## src/gpio_cfg.svh

```systemverilog
`ifndef GPIO_CFG_SVH
`define GPIO_CFG_SVH
// register byte offsets
`define OFS_PIN_CFG 12'h088
`define OFS_INT_STATUS 12'h0c0
`define OFS_INT_ENABLE 12'h0c4
// field positions in the pin configuration word
`define POS_PIN_DATA 0
`define POS_GP_OUT 3
`define POS_DIR 8
`define POS_BUF 16
`define POS_EE_SEL 20
`define POS_POL 24
`define POS_LED 28
// writable bits of the configuration word
`define CFG_WMASK 32'h7777071f
`define CFG_RESET 32'h00000000
// glitch filter: least active time in ns, and clock period in ns
`define FILT_NS 40
`define PCLK_NS 25
// cycles a level must stand: strictly more than 40 ns, rounded up
`define FILT_CYC ((`FILT_NS / `PCLK_NS) + 1)
`endif

```

## src/gpio_pkg.sv

```systemverilog
package gpio_pkg;
  // routing of the two eeprom pins
  typedef enum logic [2:0] {
    EE_EEPROM = 3'h0,
    EE_GPO_GPO = 3'h1,
    EE_RSV2 = 3'h2,
    EE_GPO_RXDV = 3'h3,
    EE_RSV4 = 3'h4,
    EE_TXEN_GPO = 3'h5,
    EE_TXEN_RXDV = 3'h6,
    EE_CLKS = 3'h7
  } ee_sel_type;
endpackage

```

## src/level_filter.sv

```systemverilog
`timescale 1ns/100ps
`include "gpio_cfg.svh"
// ==========================================
// level filter: output rises after the input has been active long enough
module level_filter (
  // clock and reset
  input wire logic pclk,
  input wire logic presetn,
  // synchronised active level
  input wire logic active,
  // qualified level
  output logic qualified
);
  typedef struct packed {
    logic [2:0] cnt;
    logic q;
  } filt_state_type;
  filt_state_type st_ff, nxt_st;

  // count consecutive active cycles, restart on any drop
  always_comb begin
    nxt_st = st_ff;
    if (!active) begin
      nxt_st.cnt = 3'h0;
      nxt_st.q = 1'b0;
    end else if (st_ff.cnt != 3'(`FILT_CYC)) begin
      nxt_st.cnt = st_ff.cnt + 3'h1;
    end else begin
      nxt_st.q = 1'b1;
    end
  end

  always_ff @(posedge pclk or negedge presetn) begin
    if (!presetn) begin
      st_ff <= '0;
    end else begin
      st_ff <= nxt_st;
    end
  end

  assign qualified = st_ff.q;
endmodule // level_filter

```

## src/gpio_pin_ctrl.sv

```systemverilog
// Local design decision: the APB slave port.
`timescale 1ns/100ps
`include "gpio_cfg.svh"
module gpio_pin_ctrl (
  // apb clock and reset
  input wire logic pclk,
  input wire logic presetn,
  // apb slave
  input wire logic psel,
  input wire logic penable,
  input wire logic pwrite,
  input wire logic [11:0] paddr,
  input wire logic [31:0] pwdata,
  input wire logic [3:0] pstrb,
  output logic [31:0] prdata,
  output logic pready,
  output logic pslverr,
  // three shared gpio / led pins
  input wire logic [2:0] pin_data_in,
  output logic [2:0] pin_data_out,
  output logic [2:0] pin_data_oe,
  // led status sources from the core
  input wire logic [2:0] led_status,
  // eeprom controller side
  input wire logic eeprom_data_out,
  input wire logic eeprom_data_oe,
  output logic eeprom_data_in,
  input wire logic eeprom_clock_out,
  // internal debug sources: mac tx enable, internal phy rx valid, phy tx and rx clocks
  input wire logic mac_tx_en,
  input wire logic phy_rx_dv,
  input wire logic phy_tx_clk,
  input wire logic phy_rx_clk,
  // eeprom data and clock pins
  input wire logic eeprom_data_pin_in,
  output logic eeprom_data_pin_out,
  output logic eeprom_data_pin_oe,
  output logic eeprom_clock_pin_out,
  output logic eeprom_clock_pin_oe,
  // interrupt to host
  output logic irq
);
  // ==========================================
  // state
  typedef struct packed {
    logic [31:0] cfg;
    logic [2:0] sts;
    logic [2:0] ena;
    logic [31:0] rdata;
    logic ready;
    logic err;
    logic [2:0] s1;
    logic [2:0] s2;
    logic e1;
    logic e2;
    logic [2:0] pout;
    logic [2:0] poe;
    logic ee_in;
    logic ee_dout;
    logic ee_doe;
    logic ee_cout;
    logic ee_coe;
    logic irq;
  } ctrl_state_type;
  ctrl_state_type st_ff, nxt_st;

  logic [2:0] qual; // filtered active levels
  logic [2:0] act; // raw active level per pin
  logic setup; // apb setup phase
  logic [31:0] wmask; // byte lane mask
  logic [31:0] rd_cfg; // configuration word as read back
  gpio_pkg::ee_sel_type sel; // eeprom pin selection

  // ==========================================
  // interrupt qualification
  assign act = ~(st_ff.s2 ^ st_ff.cfg[`POS_POL +: 3]);

  for (genvar i = 0; i < 3; i++) begin : g_filt
    level_filter u_filt (
      .pclk(pclk),
      .presetn(presetn),
      .active(act[i]),
      .qualified(qual[i])
    );
  end

  assign setup = psel && !penable;
  assign wmask = {{8{pstrb[3]}}, {8{pstrb[2]}}, {8{pstrb[1]}}, {8{pstrb[0]}}};
  assign sel = gpio_pkg::ee_sel_type'(st_ff.cfg[`POS_EE_SEL +: 3]);
  // data bits read the synchronised pin, never the written value
  assign rd_cfg = {st_ff.cfg[31:3], st_ff.s2};

  // ==========================================
  // next state
  always_comb begin
    nxt_st = st_ff;
    // pins pass two flops before any logic looks at them
    nxt_st.s1 = pin_data_in;
    nxt_st.s2 = st_ff.s1;
    nxt_st.e1 = eeprom_data_pin_in;
    nxt_st.e2 = st_ff.e1;
    // apb: answer one cycle after setup, ready for one cycle
    nxt_st.ready = setup;
    nxt_st.err = 1'b0;
    nxt_st.rdata = 32'h0;
    // hardware set of sticky status; set wins over clear below
    if (setup) begin
      if (paddr == `OFS_PIN_CFG) begin
        if (pwrite) begin
          // reserved bits stay zero through the mask
          nxt_st.cfg = (st_ff.cfg & ~(wmask & `CFG_WMASK)) |
                       (pwdata & wmask & `CFG_WMASK);
        end else begin
          nxt_st.rdata = rd_cfg;
        end
      end else if (paddr == `OFS_INT_STATUS) begin
        if (pwrite) begin
          // write one to clear
          if (pstrb[0]) begin
            nxt_st.sts = st_ff.sts & ~pwdata[2:0];
          end
        end else begin
          nxt_st.rdata = {29'h0, st_ff.sts};
        end
      end else if (paddr == `OFS_INT_ENABLE) begin
        if (pwrite) begin
          if (pstrb[0]) begin
            nxt_st.ena = pwdata[2:0];
          end
        end else begin
          nxt_st.rdata = {29'h0, st_ff.ena};
        end
      end else begin
        // unmapped address: error, read data zero
        nxt_st.err = 1'b1;
      end
    end
    // level-sensitive: status re-sets while the level stays active
    nxt_st.sts = nxt_st.sts | qual;
    nxt_st.irq = |(st_ff.sts & st_ff.ena);

    // gpio pins: led takes priority over gpio function
    for (int i = 0; i < 3; i++) begin
      if (st_ff.cfg[`POS_LED + i]) begin
        // leds are driven actively low-on push-pull
        nxt_st.pout[i] = ~led_status[i];
        nxt_st.poe[i] = 1'b1;
      end else if (st_ff.cfg[`POS_DIR + i]) begin
        if (st_ff.cfg[`POS_BUF + i]) begin
          nxt_st.pout[i] = st_ff.cfg[`POS_PIN_DATA + i];
          nxt_st.poe[i] = 1'b1;
        end else begin
          // open drain: only ever pull low
          nxt_st.pout[i] = 1'b0;
          nxt_st.poe[i] = ~st_ff.cfg[`POS_PIN_DATA + i];
        end
      end else begin
        nxt_st.pout[i] = 1'b0;
        nxt_st.poe[i] = 1'b0;
      end
    end

    // eeprom pin routing; reserved codes park both pins as inputs
    nxt_st.ee_in = st_ff.e2;
    nxt_st.ee_coe = 1'b1;
    nxt_st.ee_doe = 1'b1;
    case (sel)
      gpio_pkg::EE_EEPROM: begin
        nxt_st.ee_dout = eeprom_data_out;
        nxt_st.ee_doe = eeprom_data_oe;
        nxt_st.ee_cout = eeprom_clock_out;
      end
      gpio_pkg::EE_GPO_GPO: begin
        nxt_st.ee_dout = st_ff.cfg[`POS_GP_OUT];
        nxt_st.ee_cout = st_ff.cfg[`POS_GP_OUT + 1];
      end
      gpio_pkg::EE_GPO_RXDV: begin
        nxt_st.ee_dout = st_ff.cfg[`POS_GP_OUT];
        nxt_st.ee_cout = phy_rx_dv;
      end
      gpio_pkg::EE_TXEN_GPO: begin
        nxt_st.ee_dout = mac_tx_en;
        nxt_st.ee_cout = st_ff.cfg[`POS_GP_OUT + 1];
      end
      gpio_pkg::EE_TXEN_RXDV: begin
        nxt_st.ee_dout = mac_tx_en;
        nxt_st.ee_cout = phy_rx_dv;
      end
      gpio_pkg::EE_CLKS: begin
        // clocks pass through a flop: fine for debug visibility only
        nxt_st.ee_dout = phy_tx_clk;
        nxt_st.ee_cout = phy_rx_clk;
      end
      default: begin
        // reserved: host must not use these
        nxt_st.ee_dout = 1'b0;
        nxt_st.ee_doe = 1'b0;
        nxt_st.ee_cout = 1'b0;
        nxt_st.ee_coe = 1'b0;
      end
    endcase
  end

  // ==========================================
  // registers
  always_ff @(posedge pclk or negedge presetn) begin
    if (!presetn) begin
      st_ff <= '0;
    end else begin
      st_ff <= nxt_st;
    end
  end

  // outputs straight from flops
  assign prdata = st_ff.rdata;
  assign pready = st_ff.ready;
  assign pslverr = st_ff.err;
  assign pin_data_out = st_ff.pout;
  assign pin_data_oe = st_ff.poe;
  assign eeprom_data_in = st_ff.ee_in;
  assign eeprom_data_pin_out = st_ff.ee_dout;
  assign eeprom_data_pin_oe = st_ff.ee_doe;
  assign eeprom_clock_pin_out = st_ff.ee_cout;
  assign eeprom_clock_pin_oe = st_ff.ee_coe;
  assign irq = st_ff.irq;
endmodule // gpio_pin_ctrl

```

## config.mk

```make
export PLATFORM = sky130hd
export DESIGN_NAME = gpio_pin_ctrl
export DESIGN_NICKNAME = d
export VERILOG_FILES = /design/src/gpio_pkg.sv /design/src/level_filter.sv /design/src/gpio_pin_ctrl.sv
export VERILOG_INCLUDE_DIRS = /design/src
export SDC_FILE = /design/constraint.sdc
export NUM_CORES = 1
export LEC_CHECK = 0
export ABC_AREA = 1
export BUFFER_PORTS_ARGS = -buffer_cell sky130_fd_sc_hd__buf_2
export CORE_UTILIZATION = 46
export DETAILED_ROUTE_END_ITERATION = 8
export HOLD_SLACK_MARGIN = 0.02
export PLACE_DENSITY = 0.83
export SYNTH_ARGS = -nofsm -noshare
export SYNTH_HDL_FRONTEND = slang
export SYNTH_SLANG_ARGS = --single-unit
```

## constraint.sdc

```tcl
create_clock -name pclk -period 1.1 [get_ports pclk]
set_input_delay 0.22 -clock pclk [delete_from_list [all_inputs] [get_ports pclk]]
set_output_delay 0.22 -clock pclk [all_outputs]
set_load 0.005 [all_outputs]
```

# After elaboration in Yosys (flattened, before gate mapping)
# Cells that the tools add are included.
# word_totals
register_bits,104
input_bits,67
elab_cells,123
# op_classes
add_sub_neg,3
n_eq_ne,17
n_mux,49
n_bitwise,18
reduce_logical,12
# op_table
cell,count
2-to-1 mux 32 bit,3
2-to-1 mux 38 bit,1
"equality test 12 x 8 -> 1 bit, second input constant",3
2-to-1 mux 35 bit,1
2-to-1 mux 3 bit,11
AND 32 bit,1
NOT 31 -> 32 bit,1
bitwise OR 32 x 31 -> 32 bit,1
AND 31 bit,1
2-to-1 mux 1 bit,26
2-to-1 mux 4 bit,3
"adder 3 x 1 -> 3 bit, second input constant",3
"equality test 3 bit, second input constant",3
"inequality test 3 x 2 -> 1 bit, second input constant",3
NOT 1 bit,8
one-hot mux 1 bit (4 select lines),2
OR reduction 2 bit,4
AND 3 bit,2
2-to-1 mux 6 bit,1
"inequality test 2 x 1 -> 1 bit, second input constant",3
"inequality test 2 bit, second input constant",3
NOT 3 bit,2
AND reduction 6 bit,1
OR reduction 6 bit,1
other kinds (11),11

# Longest topological paths before layout
# logic_depth
depth_word,8
mapped_depth,9

# By module
# Synthesis repeated with hierarchy kept, for this count alone.
# unflattened
cells_unflattened,421
area_unflattened_um2,3811.2
# modules_own_cells
mod,n_inst,cells_each,area_per_inst_um2,seq_area_each_um2
gpio_pin_ctrl,1,349,3150.5,1701.6
level_filter,3,24,220.2,100.1

# Least setup slack after synthesis
# No wires, ideal clock.
# synth_timing
path_kind,input -> register
startpoint,input port paddr[11]
endpoint,register st_ff[54] in the netlist's numbering
setup_time_ns,0.120
arrival_time_ns,1.037
setup_slack_ns,-0.056
cell_stages,6
path_buffers,0
cell_sequence,nor2_1 -> nand2_1 -> nor2_1 -> nand3_2 -> o21ai_0 -> inv_1
# synth_between
elab_chain_cells,3
word_cells_on_any_way,6
# synth_rtl
item,line_no,text
start: declaration,gpio_pin_ctrl.sv:12,"input wire logic [11:0] paddr,"
equality test 12 x 8 -> 1 bit (no line),n/a,
NOT 1 bit (no line),n/a,
AND reduction 6 bit (no line) (*),n/a,
end signal: assignment,gpio_pin_ctrl.sv:210,st_ff <= nxt_st;
end: declaration,gpio_pin_ctrl.sv:65,"ctrl_state_type st_ff, nxt_st;"
# Mark *: on every way between the ends. The rest lies on a longest branch, timed or not.
# A chain may end at the register's enable or synchronous reset.

==> out/metrics.yaml <==
run_status:
  status: "finished, violations left"
  violations: "setup timing"
layout:
  layout-drive-gt1-share_pct: 35.2
  fin_area_mm2: 0.00465
  n_antenna_cell: 0
  finalNonFillerCells: 619
  synthToLayoutAreaGrowth_pct: 26.5
  nets: 585
synth:
  syn_inst: 405
  synth_seq_cells: 80
  syn-cell-area_mm2: 0.00368
  yosysSeqAreaShare_pct: 54.4
  synth_top_area_cell: "dfrtp_1"
  synth-edff-count: 0
  synthArstFlopShare_pct: 100
  synth.most_common_cell: "nand2_1"
  ys_warn_count: 0
  netlist_top_cells_area: "dfrtp_1, nand2_1, buf_4"
  synth_cell_types: 28
  yosys_most_used_dff: "dfrtp_1"
  yosys.area.top_type_share_pct: 54.4
  syn-mean-instance-area_um2: 9.08
  synthTopCellsByCount: "nand2_1, dfrtp_1, inv_1"
routing:
  dr_wl_met2_um: 4310
  dr_wl_met3_um: 522
  topRoutingLayerUsed: "met4"
  wire_per_inst_um: 13.2
  viasPerCell: 4.89
  drt-total-wl_um: 8140
  ant_nets: 0
  first_pass_iters: 4
  drtIter0Drc: 98
  wl_met1_um: 3180
  vias: 3025
  drc: 0
setup_path:
  r2r-end: "g_filt[0].u_filt.st_ff[2]"
  setup.worst_path.end: "g_filt[0].u_filt.st_ff[2]"
  worstRegToRegCells: 5
  critical_path_arrival_ps: 1400
  r2r_setup_slack_ps: -50
  critPathLaunchType: "register"
  worst-path-max-fanout: 3
  critPathKind: "reg2reg"
  critPathRequiredTime_ps: 1350
  cp-end-kind: "register"
place:
  place_congestion: 0.844
  place_inst: 594
  dp_hpwl_um: 6060
  port_buffers: 88
  placed_area_mm2: 0.00426
  pre_cts_ws_ps: -370
sta:
  finalCriticalPeriod_ps: 1150
  max_freq_mhz: 869
  rsz0062_at_grt: "yes"
  holdWs_ps: 58.1
  fin_skew_ps: 4.16
  finalMaxSlewViolations: 0
  fin_ws_ps: -50.8
  fin_crit_sh_pct: 105
  hold_viol_final: 0
  setup_viol: 6
power_and_ir_drop:
  p_leak_nw: 2.46
  ir_worst_vdd_v: 0.000654
  power_mw: 6.52
  power_density_mw_per_mm2: 1400
clocking:
  cts.htree.levels: 3
  cts_buffer_depth: 2
  cts-buffers-inserted: 9
  cts_root_buf: "clkbuf_8"
  path_clk_slew_ps: 80
  clock_latency_ps: 360
  cts_tree: "built"
  cts_sinks: 80
floorplan:
  die_area_mm2: 0.00836
  io_pins: 113
  rows: 32
  core-area_mm2: 0.00773
  start_util_pct: 47.6
  die_h_um: 91.4
  dieWidth_um: 91.4
grt:
  grt_max_degree: 31
  grt_overflow_total: 0
  antenna_found_initial: 0
  grt_pass1_vias: 3052
  track_usage_pct: 21.1
  grt_pass1_wl_um: 13500
flow_run:
  drv_cap: 0
hold_path:
  hold_path_class: "in2reg"
  hold-path-cell-count: 2
==> worst min path at each step <==
| stage | slack [ps] | startpoint | to |
|---|---|---|---|
| after floorplan | -80 | presetn | async pin |
| after global placement | 130 | presetn | eeprom_data_in |
| after detailed placement | 140 | presetn | prdata[8] |
| after CTS | 50 | led_status[2] | pin_data_out[2] |
| after global routing | 50 | led_status[2] | pin_data_out[2] |
| final | 60 | led_status[2] | pin_data_out[2] |
==> per-layer routing <==
| metal | track usage, % | vias up |
|---|---|---|
| met2 | 38.7 | 123 |
| met1 | 23.8 | 1432 |
| met3 | 4.77 | 14 |
| met5 | 0 | - |
| li1 | - | 1456 |
| met4 | 7.67 | 0 |
==> cell usage in the layout, fill, tap and decap left out, types with 3 or more instances in the layout <==
cell type,instances
nand3_1,16
clkbuf_8,11
o21bai_1,3
ha_2,4
dlygate4sd3_1,5
nand4_1,22
nand3b_1,3
buf_4,33
inv_1,43
dfrtp_1,79
and2_4,3
buf_12,3
o21ai_1,4
nand2_2,12
xnor2_2,4
nor2_1,25
buf_2,87
nand2_1,94
o211ai_1,3
nor3_1,9
o21ai_0,4
conb_1,12
o21ai_2,3
o22ai_1,3
nor2_2,6
==> critical path, stage by stage (launching register included) <==
cell and delay, ps:
dfrtp_1 430, xnor2_2 250, nand2_1 100, and2_4 160, nand2_2 60, o21ai_2 50
==> final cells by class <==
class,count,area [um2]
timing repair buffer,129,805
clock buffer,11,151
clock inverter,5,55.1
sequential,80,2000
inverter,45,169
tap,102,128
multi-input combinational,247,1340
fill,650,3080
==> report_power, final <==
group | internal, mW | total (mW) | switching (mW) | leakage (nW)
Combinational | 0.560 | 1.11 | 0.552 | 1.32
Sequential | 3.11 | 3.21 | 0.0956 | 1.03
Clock | 1.16 | 2.20 | 1.04 | 0.101
Total | 4.83 | 6.52 | 1.69 | 2.46
==> kinds of logic after synthesis <==
kind of cell               synth area share, %
DFF                                       54.4
adders and majority gates                 2.04
and+or+nand+nor                           24.5
AOI/OAI and AO/OA                         4.22
buffers and inverters                     13.3
xor gates and xnor gates                  1.43
other                                    0.102
==> through the flow <==
step	setup TNS (ps)	utilization, %
after floorplan	-85.1	-
after global placement	-10120	55.1
after detailed placement	-13380	55.1
after CTS	-65.1	59.1
after global routing	-635	60.2
final	-102	60.2
==> timing repair <==
item	4_1_cts	5_1_grt
gates resized for setup	15	24
setup endpoints to repair	10	48
setup buffers	2	2
hold buffers	5	0
hold endpoints to repair	26	0
pin swaps	5	10
Note: power is estimated with default switching activity, not from simulation.
